===== config.mk =====
export PLATFORM = sky130hd
export DESIGN_NAME = cfi_query_host
export DESIGN_NICKNAME = d
export VERILOG_FILES = /design/src/design/cfi_host_pkg.sv /design/src/design/cfi_table_if.sv /design/src/design/cfi_table_mem.sv /design/src/design/cfi_query_host.sv
export VERILOG_INCLUDE_DIRS = /design/src /design/src/design
export SDC_FILE = /design/constraint.sdc
export NUM_CORES = 1
export LEC_CHECK = 0
export BUFFER_PORTS_ARGS = -buffer_cell sky130_fd_sc_hd__buf_2
export CAP_MARGIN = 15
export CORE_MARGIN = 3
export CORE_UTILIZATION = 45
export CTS_CLUSTER_DIAMETER = 80
export CTS_CLUSTER_SIZE = 20
export DETAILED_ROUTE_END_ITERATION = 16
export PLACE_DENSITY = 0.7
export SLEW_MARGIN = 10
export SYNTH_ARGS = -nofsm -noshare
export SYNTH_HDL_FRONTEND = slang
export SYNTH_HIERARCHICAL = 1
export SYNTH_SLANG_ARGS = --single-unit

===== constraint.sdc =====
create_clock -name core_clk_in -period 4.9 [get_ports core_clk_in]
set_clock_uncertainty 0.2 [all_clocks]
set_input_delay 0.98 -clock core_clk_in [delete_from_list [all_inputs] [get_ports core_clk_in]]
set_output_delay 0.98 -clock core_clk_in [all_outputs]
set_load 0.01 [all_outputs]

===== src/design/cfi_host_defs.svh =====
/*
 * Constants for the query-mode host controller: command words, command
 * addresses, query table window and strobe timing counts.
 * Assumes a 25 MHz core clock and a word-wide parallel flash bus.
 */
// How it works
// Write 98h at 55h/AAh enters query
// Host drives word address bits A7 up zero
// Reset command returns array-read device to array
// Query also accepted from autoselect mode
// Reset from autoselect-entered query returns autoselect
// Entries 10h-12h give ASCII identification string
// Entries 13h-14h give primary command set
// Entries 15h-16h point to extended table
// Entries 17h-1Ah report no alternates
// Entries 1Bh-1Eh give supply voltage figures
// Entry 1Fh gives word write timeout
// Buffered write entries read zero
// Entry 21h gives block erase timeout
// Chip erase timeout entries read zero
// Entries 23h, 25h give maximum multipliers
// Entry 27h gives device size exponent
// Entries 28h-29h give interface type
// Entry 2Ch gives erase region count
// Entries 2Dh-30h describe region one
// Entries 31h-34h describe region two
// Entries 35h-38h describe region three
// Entries 39h-3Ch describe region four
// Bad command sequence resets device to array
// Byte mode doubles addresses, low byte only
`ifndef CFI_HOST_DEFS_SVH
`define CFI_HOST_DEFS_SVH

`define CMD_QUERY        16'h0098
`define CMD_RESET        16'h00f0
`define ADDR_QUERY_WORD  20'h00055
`define ADDR_QUERY_BYTE  20'h000aa
`define ADDR_RESET       20'h00000
`define QUERY_FIRST      6'h10
`define QUERY_LAST       6'h3c
`define QUERY_WORDS      45
// Strobe phase length in ns; a safe default, shorten for faster parts
`define STROBE_NS        80
`define CLK_NS           40
`define STROBE_CYC       ((`STROBE_NS + `CLK_NS - 1) / `CLK_NS)

`endif


===== src/design/cfi_host_pkg.sv =====
/*
 * Types shared by the query host controller and its table memory.
 * Assumes nothing beyond the constant header.
 */
package cfi_host_pkg;
    typedef enum logic [2:0] {
        ST_IDLE  = 3'b000,
        ST_WRITE = 3'b001,
        ST_READ  = 3'b011,
        ST_NEXT  = 3'b111,
        ST_RSET  = 3'b110,
        ST_DONE  = 3'b100
    } host_state_t;
endpackage


===== src/design/cfi_table_if.sv =====
/*
 * Carrier between the controller and the table memory: a write port
 * that stores each query word as it is captured and a read port.
 * Assumes both ends run on the core clock.
 */
`timescale 1ns/1ps
interface cfi_table_if;
    logic        wr_en;
    logic [5:0]  wr_idx;
    logic [15:0] wr_data;
    logic [5:0]  rd_idx;
    logic [15:0] rd_data;
    modport ctrl (output wr_en, output wr_idx, output wr_data,
                  output rd_idx, input rd_data);
    modport mem  (input wr_en, input wr_idx, input wr_data,
                  input rd_idx, output rd_data);
endinterface


===== src/design/cfi_table_mem.sv =====
/*
 * Small memory that keeps the captured query table, one word per entry.
 * Assumes synchronous writes and a registered read port.
 */
`timescale 1ns/1ps
module cfi_table_mem
    import cfi_host_pkg::*;
(
    input  wire logic core_clk_in,
    cfi_table_if.mem  tbl
);
    logic [15:0] mem_reg [0:63];
    logic [15:0] rd_reg;

    // Store captured entries, registered read keeps timing clean
    always_ff @(posedge core_clk_in) begin
        if (tbl.wr_en) begin
            mem_reg[tbl.wr_idx] <= tbl.wr_data;
        end
        rd_reg <= mem_reg[tbl.rd_idx];
    end
    assign tbl.rd_data = rd_reg;
endmodule // cfi_table_mem


===== src/design/cfi_query_host.sv =====
/*
 * Host controller that drives a parallel NOR flash through its pins:
 * it writes the query command, walks the query table from 10h to 3Ch,
 * stores every word and then writes the reset command.
 * Assumes the flash data bus reaches this clock domain asynchronously,
 * so returned data passes two flip-flops before it is sampled.
 */
`timescale 1ns/1ps
`include "cfi_host_defs.svh"
module cfi_query_host
    import cfi_host_pkg::*;
#(
    parameter int STROBE_CYCLES = `STROBE_CYC
)(
    input  wire logic        core_clk_in,
    input  wire logic        nrst_in,
    input  wire logic        start_in,
    input  wire logic        byte_mode_in,
    input  wire logic        from_autoselect_in,
    input  wire logic [5:0]  rd_idx_in,
    input  wire logic [15:0] dq_in,
    output logic      [15:0] dq_out,
    output logic             dq_oe_n_out,
    output logic      [19:0] addr_out,
    output logic             ce_n_out,
    output logic             oe_n_out,
    output logic             we_n_out,
    output logic             busy_out,
    output logic             done_out,
    output logic             mode_ok_out,
    output logic      [15:0] rd_data_out
);
    host_state_t state_reg;
    host_state_t state_next;
    logic [3:0]  cnt_reg;
    logic [5:0]  idx_reg;
    logic [15:0] dq_s1_reg;
    logic [15:0] dq_s2_reg;
    logic        phase_end;
    logic        auto_reg;
    logic        sig_ok_reg;

    cfi_table_if tbl ();

    cfi_table_mem u_mem (
        .core_clk_in (core_clk_in),
        .tbl         (tbl)
    );

    assign phase_end = (cnt_reg == 4'(STROBE_CYCLES + 1));

    // Two-stage capture of the asynchronous data bus
    always_ff @(posedge core_clk_in) begin
        dq_s1_reg <= dq_in;
        dq_s2_reg <= dq_s1_reg;
    end

    // Next state along the Gray path idle-write-read-next-reset-done
    always_comb begin
        state_next = state_reg;
        unique case (state_reg)
            ST_IDLE:  if (start_in) state_next = ST_WRITE;
            ST_WRITE: if (phase_end) state_next = ST_READ;
            ST_READ:  if (phase_end) state_next = ST_NEXT;
            ST_NEXT:  state_next = (idx_reg == `QUERY_LAST) ?
                                   ST_RSET : ST_READ;
            ST_RSET:  if (phase_end) state_next = ST_DONE;
            ST_DONE:  state_next = ST_IDLE;
            // The two spare codes can only come from an upset: go idle
            default:  state_next = ST_IDLE;
        endcase
    end

    always_ff @(posedge core_clk_in) begin
        if (!nrst_in) begin
            state_reg <= ST_IDLE;
        end else begin
            state_reg <= state_next;
        end
    end

    // Phase counter; the extra cycles cover the data synchroniser
    always_ff @(posedge core_clk_in) begin
        if (!nrst_in || state_reg != state_next || state_reg == ST_NEXT) begin
            cnt_reg <= 4'h0;
        end else if (state_reg != ST_IDLE && state_reg != ST_DONE) begin
            cnt_reg <= cnt_reg + 4'h1;
        end
    end

    // Table index walks 10h..3Ch
    always_ff @(posedge core_clk_in) begin
        if (!nrst_in || state_reg == ST_IDLE) begin
            idx_reg <= `QUERY_FIRST;
        end else if (state_reg == ST_NEXT) begin
            idx_reg <= idx_reg + 6'h01;
        end
    end

    // Remember whether the device came from autoselect; no status output reads the flag
    always_ff @(posedge core_clk_in) begin
        if (!nrst_in) begin
            auto_reg <= 1'b0;
        end else if (state_reg == ST_IDLE && start_in) begin
            auto_reg <= from_autoselect_in;
        end
    end

    // Bus pins; write pulse is low for the first STROBE_CYCLES phase cycles, high for the last two
    always_ff @(posedge core_clk_in) begin
        if (!nrst_in) begin
            addr_out    <= 20'h00000;
            dq_out      <= 16'h0000;
            dq_oe_n_out <= 1'b1;
            ce_n_out    <= 1'b1;
            oe_n_out    <= 1'b1;
            we_n_out    <= 1'b1;
        end else begin
            unique case (state_next)
                ST_WRITE: begin
                    // Query command at the mode-dependent address
                    addr_out    <= byte_mode_in ? `ADDR_QUERY_BYTE
                                                : `ADDR_QUERY_WORD;
                    dq_out      <= `CMD_QUERY;
                    dq_oe_n_out <= 1'b0;
                    ce_n_out    <= 1'b0;
                    oe_n_out    <= 1'b1;
                    we_n_out    <= (cnt_reg >= 4'(STROBE_CYCLES - 1));
                end
                ST_RSET: begin
                    addr_out    <= `ADDR_RESET;
                    dq_out      <= `CMD_RESET;
                    dq_oe_n_out <= 1'b0;
                    ce_n_out    <= 1'b0;
                    oe_n_out    <= 1'b1;
                    we_n_out    <= (cnt_reg >= 4'(STROBE_CYCLES - 1));
                end
                ST_READ, ST_NEXT: begin
                    // Upper word address bits held zero; byte mode doubles
                    addr_out    <= byte_mode_in ?
                                   {13'h0, idx_reg, 1'b0} :
                                   {14'h0, idx_reg};
                    dq_oe_n_out <= 1'b1;
                    ce_n_out    <= 1'b0;
                    oe_n_out    <= 1'b0;
                    we_n_out    <= 1'b1;
                end
                default: begin
                    dq_oe_n_out <= 1'b1;
                    ce_n_out    <= 1'b1;
                    oe_n_out    <= 1'b1;
                    we_n_out    <= 1'b1;
                end
            endcase
        end
    end

    // Store each entry at the end of its read phase; byte mode masks high
    assign tbl.wr_en   = (state_reg == ST_READ) && phase_end;
    assign tbl.wr_idx  = idx_reg;
    assign tbl.wr_data = byte_mode_in ? {8'h00, dq_s2_reg[7:0]}
                                      : dq_s2_reg;
    assign tbl.rd_idx  = rd_idx_in;

    // Check the identification string; a mismatch means the command
    // was refused and the device stayed in array read
    always_ff @(posedge core_clk_in) begin
        if (!nrst_in || (state_reg == ST_IDLE && start_in)) begin
            sig_ok_reg <= 1'b1;
        end else if (tbl.wr_en) begin
            if ((idx_reg == 6'h10 && tbl.wr_data != 16'h0051) ||
                (idx_reg == 6'h11 && tbl.wr_data != 16'h0052) ||
                (idx_reg == 6'h12 && tbl.wr_data != 16'h0059)) begin
                sig_ok_reg <= 1'b0;
            end
        end
    end

    // Status outputs
    always_ff @(posedge core_clk_in) begin
        if (!nrst_in) begin
            busy_out    <= 1'b0;
            done_out    <= 1'b0;
            mode_ok_out <= 1'b0;
            rd_data_out <= 16'h0000;
        end else begin
            busy_out    <= (state_next != ST_IDLE && state_next != ST_DONE);
            done_out    <= (state_next == ST_DONE);
            mode_ok_out <= (state_next == ST_DONE) ? sig_ok_reg : mode_ok_out;
            rd_data_out <= tbl.rd_data;
        end
    end

    // Command strobe is never active together with output enable
    property p_no_contention;
        @(posedge core_clk_in) disable iff (!nrst_in)
        !(!we_n_out && !oe_n_out);
    endproperty
    a_no_contention: assert property (p_no_contention)
        else $error("write and read strobes both active");

    property p_query_addr;
        @(posedge core_clk_in) disable iff (!nrst_in)
        (!we_n_out && dq_out == `CMD_QUERY) |->
        (addr_out == (byte_mode_in ? `ADDR_QUERY_BYTE : `ADDR_QUERY_WORD));
    endproperty
    a_query_addr: assert property (p_query_addr)
        else $error("query command at wrong address");

    property p_upper_zero;
        @(posedge core_clk_in) disable iff (!nrst_in)
        (!oe_n_out && !byte_mode_in) |-> (addr_out[19:7] == 13'h0000);
    endproperty
    a_upper_zero: assert property (p_upper_zero)
        else $error("upper address bits not zero in query read");

    property p_reset_before_done;
        @(posedge core_clk_in) disable iff (!nrst_in)
        $rose(done_out) |-> $past(dq_out, 2) == `CMD_RESET;
    endproperty
    a_reset_before_done: assert property (p_reset_before_done)
        else $error("done without reset command");

    property p_byte_addr_even;
        @(posedge core_clk_in) disable iff (!nrst_in)
        (!oe_n_out && byte_mode_in) |-> (addr_out[0] == 1'b0);
    endproperty
    a_byte_addr_even: assert property (p_byte_addr_even)
        else $error("odd byte address in query read");

    property p_byte_high_zero;
        @(posedge core_clk_in) disable iff (!nrst_in)
        (tbl.wr_en && byte_mode_in) |-> (tbl.wr_data[15:8] == 8'h00);
    endproperty
    a_byte_high_zero: assert property (p_byte_high_zero)
        else $error("high byte stored in byte mode");

    property p_walk_range;
        @(posedge core_clk_in) disable iff (!nrst_in)
        tbl.wr_en |-> (idx_reg >= `QUERY_FIRST && idx_reg <= `QUERY_LAST);
    endproperty
    a_walk_range: assert property (p_walk_range)
        else $error("entry outside the query table");

    property p_done_pulse;
        @(posedge core_clk_in) disable iff (!nrst_in)
        done_out |=> !done_out ##1 !busy_out;
    endproperty
    a_done_pulse: assert property (p_done_pulse)
        else $error("done not a single pulse");
endmodule // cfi_query_host


[Word-level counts from Yosys, hierarchy flattened]
Memory sizes are Yosys's and may differ from the RTL's. A register that Yosys moved wholly into a read port is not among the register bits.
Index checks and enable logic that the tools add are counted.
Storage, ports and cells
  input port bits: 27
  memories kept: 1
  word-level logic and storage cells: 80
  bits in registers: 105
  memory bits (writable): 1024
Memories
  u_mem.mem_reg: depth 64, width 16, rd ports 1, clocked after Yosys merged registers in 1, wr ports 1, line cfi_table_mem.sv:12  | logic [15:0] mem_reg [0:63];
Cells by class
  add/sub/neg operators: 2
  reduce and logical (&&, ||, !) cells: 24
  equal/unequal tests: 20
  muxes and demuxes: 16
  order comparisons: 1
Operators with widths (number)
  $pmux W20 S3: 1
  $ne A16 B7 Y1 const B: 3
  $pmux W16 S2: 1
  $eq A6 B5 Y1 const B: 3
  $mux W16: 1
  $eq A3 B3 Y1 const B: 5
  $mux W3: 5
  $pmux W3 S5: 1
  $reduce_bool A3 Y1: 3
  $mux W8: 1
  $logic_and A1 B1 Y1: 7
  $mux W7: 1
  $add A6 B1 Y6 const B: 1
  $eq A3 B1 Y1 const B: 2
  $eq A3 B2 Y1 const B: 2
  $eq A6 B6 Y1 const B: 1
  $logic_or A1 B1 Y1: 6
  $ne A3 B3 Y1 const B: 2
  $mux W1: 5
  $add A4 B1 Y4 const B: 1
  $eq A4 B2 Y1 const B: 1
  $ge A4 B1 Y1 const B: 1
  $reduce_and A2 Y1: 2
  $reduce_or A2 Y1: 2
  5 further kinds: 5

[Logic depth before layout (Yosys ltp)]
  depth after elaboration: 6
  gate-level depth with buffers: 10

[Hierarchy]
The synthesis kept the hierarchy.
By module, submodules not included
  cfi_table_mem: area an instance 40042.2 µm², cells each 1829, instances 1
  cfi_query_host: area an instance 2911.5 µm², cells each 282, instances 1

[Least setup slack after synthesis]
OpenSTA, ideal clock, no wires.
  kind: in2reg
  start point: input port byte_mode_in
  end point: memory u_mem.mem_reg[0][11], data pin
  path slack: 1184 ps
  stages: 3
  library setup time: 517 ps
  arrival: 2999 ps
  required time: 4183 ps
  buffers on the path: 2
  cell sequence: clkbuf_1 buf_1 nor2b_1
On the way
  cells in the longest elaborated chain, start to end: 1
Ends and longest elaborated chain
  start: declaration: line cfi_query_host.sv:18  | input wire logic byte_mode_in,
  $mux W16: line cfi_query_host.sv:161  | assign tbl.wr_data = byte_mode_in ? {8'h00, dq_s2_reg[7:0]}
  net tbl.wr_data[11]: line cfi_table_if.sv:10  | logic [15:0] wr_data;
  end: declaration: line cfi_table_mem.sv:12
The timed path passes the listed nets, and every way through them passes these cells.

[Worst setup path in the final report]
  start point: register cnt_reg[0]
  end point: memory u_mem.mem_reg[48][15], enable pin
On the way
  cells in the longest elaborated chain, start to end: 4
Ends and longest elaborated chain
  start: declaration: line cfi_query_host.sv:35  | logic [3:0] cnt_reg;
  start signal: assignment: line cfi_query_host.sv:87  | cnt_reg <= cnt_reg + 4'h1;
  $eq A4 B2 Y1: line cfi_query_host.sv:50  | assign phase_end = (cnt_reg == 4'(STROBE_CYCLES + 1));
  $logic_and A1 B1 Y1: line cfi_query_host.sv:159  | assign tbl.wr_en = (state_reg == ST_READ) && phase_end;
  net tbl.wr_en: line cfi_table_if.sv:8  | logic wr_en;
  $mux W1: line cfi_table_mem.sv:17  | if (tbl.wr_en) begin
  $mux W1 (implied by the code): line cfi_table_mem.sv:18  | mem_reg[tbl.wr_idx] <= tbl.wr_data;
The timed path passes the listed nets, and every way through them passes these cells.

==> reports/qor.txt <==
Status: completed
Number of synthesized flops with an enable pin: 1024
Worst VDD drop: 0.2063 mV
Multi-input logic area: 0.009427 mm2
Clock share of power: 33.4%
Iteration-0 DRC Markers: 2408
RSZ-0062 raised after global routing: false
Minimum clock period: 3.377 ns
Leak: 14.33 nW
Share of layout cells above drive strength 1: 23.98%
Sw Pwr: 3.476 mW
Register clock-pin slew on the reported worst setup and hold paths: 0.08 ns
Total grt overflow: 0
Gpl congestion: 0.8325
Final hold viol count: 0
Crit Path Category: reg2reg
HPWL Detailed: 56.64 mm
Yosys top cell area share: 71.59%
Final core utilization: 50.09%
YS warnings: 6
Pwr dens: 360.8 mW/mm2
Post-synthesis simple-gate area fraction: 3.796%
Final total power: 16.99 mW
# rows: 112
Worst-path fanout max: 16
Xor and xnor fraction of the mapped netlist area: 0.1631%
Vias in the first global route: 20830
F_max: 296.1 MHz
Most used DFF post-synth: edfxtp_1
Top delay family on crit path: simple AND/OR/NAND/NOR gates
Commonest non-fill, non-tap cell in the layout: edfxtp_1
Final TNS setup: 0 ns
Slew @ Worst Pin: 1.010 ns
Max_cap viols: 0
Slowest-stage cell, CP: nor3_4
Worst reg2reg path endpoint: u_mem/mem_reg[48][15]
Synth area leaders: edfxtp_1, mux4_2, dfxtp_1, mux2i_1, nor2_1
Combinational power share: 4.8%
Initial Util: 45.68%
Die Area: 0.09920 mm2
Pre-CTS setup slack: 1.126 ns
Clk buf depth: 3
Hold depth: 0
CP Buf/Inv Count: 1
Average size of a mapped cell: 20.35 um2
Worst Hold End: dq_s2_reg[3]
Net switching fraction of the power: 20.46%
Complex-gate fraction of the synthesized area: 2.785%
Routed via count: 20440
Post-CTS sizing: 0
Arrival time worst endpoint: 3.40 ns
Sequential group share of total power: 61.8%
# Post-CTS Setup Buffers: 0
Final period util: 68.91%
Global-route wire length before repair: 135.3 mm
Design Area, Final: 0.04710 mm2
Largest family of logic cells by synthesized area: multiplexers
GRT Total Usage: 18.49%
Via density: 5.758
CTS Sinks: 1120
Final ANT Viol Nets: 0
Commonest non-fill, non-tap cells in the layout: edfxtp_1, mux4_2, buf_4
Endpoint class of the critical path: flop
Initial antenna violation count: 5
Placeable Area: 0.09403 mm2
Synth Register Bits: 1120
R2r startpoint: cnt_reg[0]
CP Cell Sequence: ha_1 -> or3b_4 -> nor2_4 -> nand2_1 -> inv_1 -> nor2b_1 -> nand4b_1 -> nor3_4
Worst R2R Setup Slack: 1.52 ns
Worst EP required: 4.92 ns
Synth cell types: 70
Placed Area: 0.04505 mm2
# fillers: 7311
Hold_buf cts: 0
Die span in y: 315.0 um
CTS buffer count: 67
Adder-cell share of the synthesized area: 0.2272%
Hold_sp: dq_s1_reg[3]
Final #Nets: 2280
Final Max Tran Viols: 0
Final WL: 91.38 mm
Synthesized instance count: 2111
Setup Viol. Count Final: 0
DRC: 0
Asr flop ratio synth: 0%
Post-Syn Area: 0.04295 mm2
Synthesis-to-layout area growth: 9.642%
H-tree levels: 3
Largest area contributor in the netlist: edfxtp_1
Startpoint Class: flop
FF/Latch Area: 0.03268 mm2
Routed WL per cell: 25.74 um
Mux share of post-synthesis cell area: 14.56%
Worst-skew pair later-pin latency: 0.62 ns
Internal power: 13.52 mW
CTS tree: built
Max reg flops: 1024
Final worst slack: 1.523 ns
Min-delay worst type: reg2reg
CTS root buf: clkbuf_16
Cells on worst reg2reg path: 8
Worst path max stage delay: 0.78 ns
Largest net degree at the start of global routing: 82
PortBufs: 61
Sequential share of the synthesized area: 76.06%
Die W: 315.0 um
I/O Pins: 86
Drt pass-1 iters: 5
Relative slew slack: 32.64%
-- cells by family (layout without fill, tap and decap cells) --
group	count (synthesis)	in the layout
xor gates and xnor gates	8	8
other	1	25
and+or+nand+nor	321	321
AOI/OAI and AO/OA	162	162
adders and majority gates	8	8
muxes	340	340
DFF	1120	1120
buffers and inverters	151	312
-- cell usage after synthesis (all sizes together), types with 3 or more instances --
cell,number
nor4,6
nor2b,40
clkbuf,33
nand2b,4
nand3,31
a21oi,29
o2111ai,3
xnor2,3
a211o,9
a211oi,10
mux2i,88
nand4,18
dfxtp,96
a221oi,16
and2,18
a22oi,39
edfxtp,1024
a311oi,9
mux4,224
a41oi,5
o21ai,15
buf,109
and4,5
inv,8
xor2,5
nand2,78
nor3,7
mux2,28
nand4b,4
nor2,94
a31oi,9
ha,7
a22o,6
a221o,6
-- worst register-to-register path, delay by kind of cell, from the launching register on --
kind                       cells  cell delay [ns]
adders and majority gates      1             0.23
buffers and inverters          1             0.21
DFF                            1             0.43
and+or+nand+nor                6             1.92
-- power groups by stage --
| stage | registers, mW | clock network [mW] | logic, mW |
|---|---|---|---|
| global route | 10.5 | 6.16 | 0.881 |
| finish | 10.5 | 5.67 | 0.822 |
| detailed placement | 10.7 | 0 | 0.824 |
| global placement | 10.7 | 0 | 0.804 |
| CTS | 10.5 | 5.80 | 0.825 |
| floorplan | 10.7 | 0 | 0.536 |
-- stage by stage --
stage	hold slack [ns]	instances
after floorplan	0.1096	2133
after global placement	0.1159	3429
after detailed placement	0.1128	3429
after CTS	0.1318	3546
after global routing	0.1364	3548
final	0.1291	3550
-- cell type report --
| cell class | count | share of cell area [%] |
|---|---|---|
| Multi-Input combinational cell | 862 | 20.02 |
| Antenna cell | 2 | 0.01063 |
| Sequential cell | 1120 | 69.39 |
| Tap cell | 1254 | 3.332 |
| Clock buffer | 112 | 4.121 |
| Clock inverter | 5 | 0.1222 |
| Timing Repair Buffer | 186 | 2.933 |
| Inverter | 9 | 0.07173 |
-- worst max path at each step --
stage / start / endpoint / slack, ns / depth (start not counted)
5_1_grt: cnt_reg[0] / u_mem/mem_reg[48][9] / 1.34 / 8
3_3_place_gp: rd_idx_in[2] / u_mem/tbl.rd_data[3] / 1.16 / 7
6_report: cnt_reg[0] / u_mem/mem_reg[48][15] / 1.52 / 8
2_1_floorplan: byte_mode_in / u_mem/mem_reg[0][11] / 1.18 / 3
3_5_place_dp: rd_idx_in[2] / u_mem/tbl.rd_data[3] / 1.13 / 7
4_1_cts: cnt_reg[0] / u_mem/mem_reg[48][15] / 1.52 / 8
-- routing by layer --
| metal | vias up | part of all wire, % | GRT usage, % | routed length (um) |
|---|---|---|---|---|
| met5 | - | 0.030 | 0 | 27 |
| met4 | 4 | 2.8 | 5.682 | 2574 |
| met3 | 150 | 8.4 | 4.194 | 7640 |
| met2 | 797 | 49 | 30.12 | 44760 |
| met1 | 10700 | 40 | 25.00 | 36370 |
| li1 | 8792 | - | - | - |
Note: power is estimated with default switching activity, not from simulation.
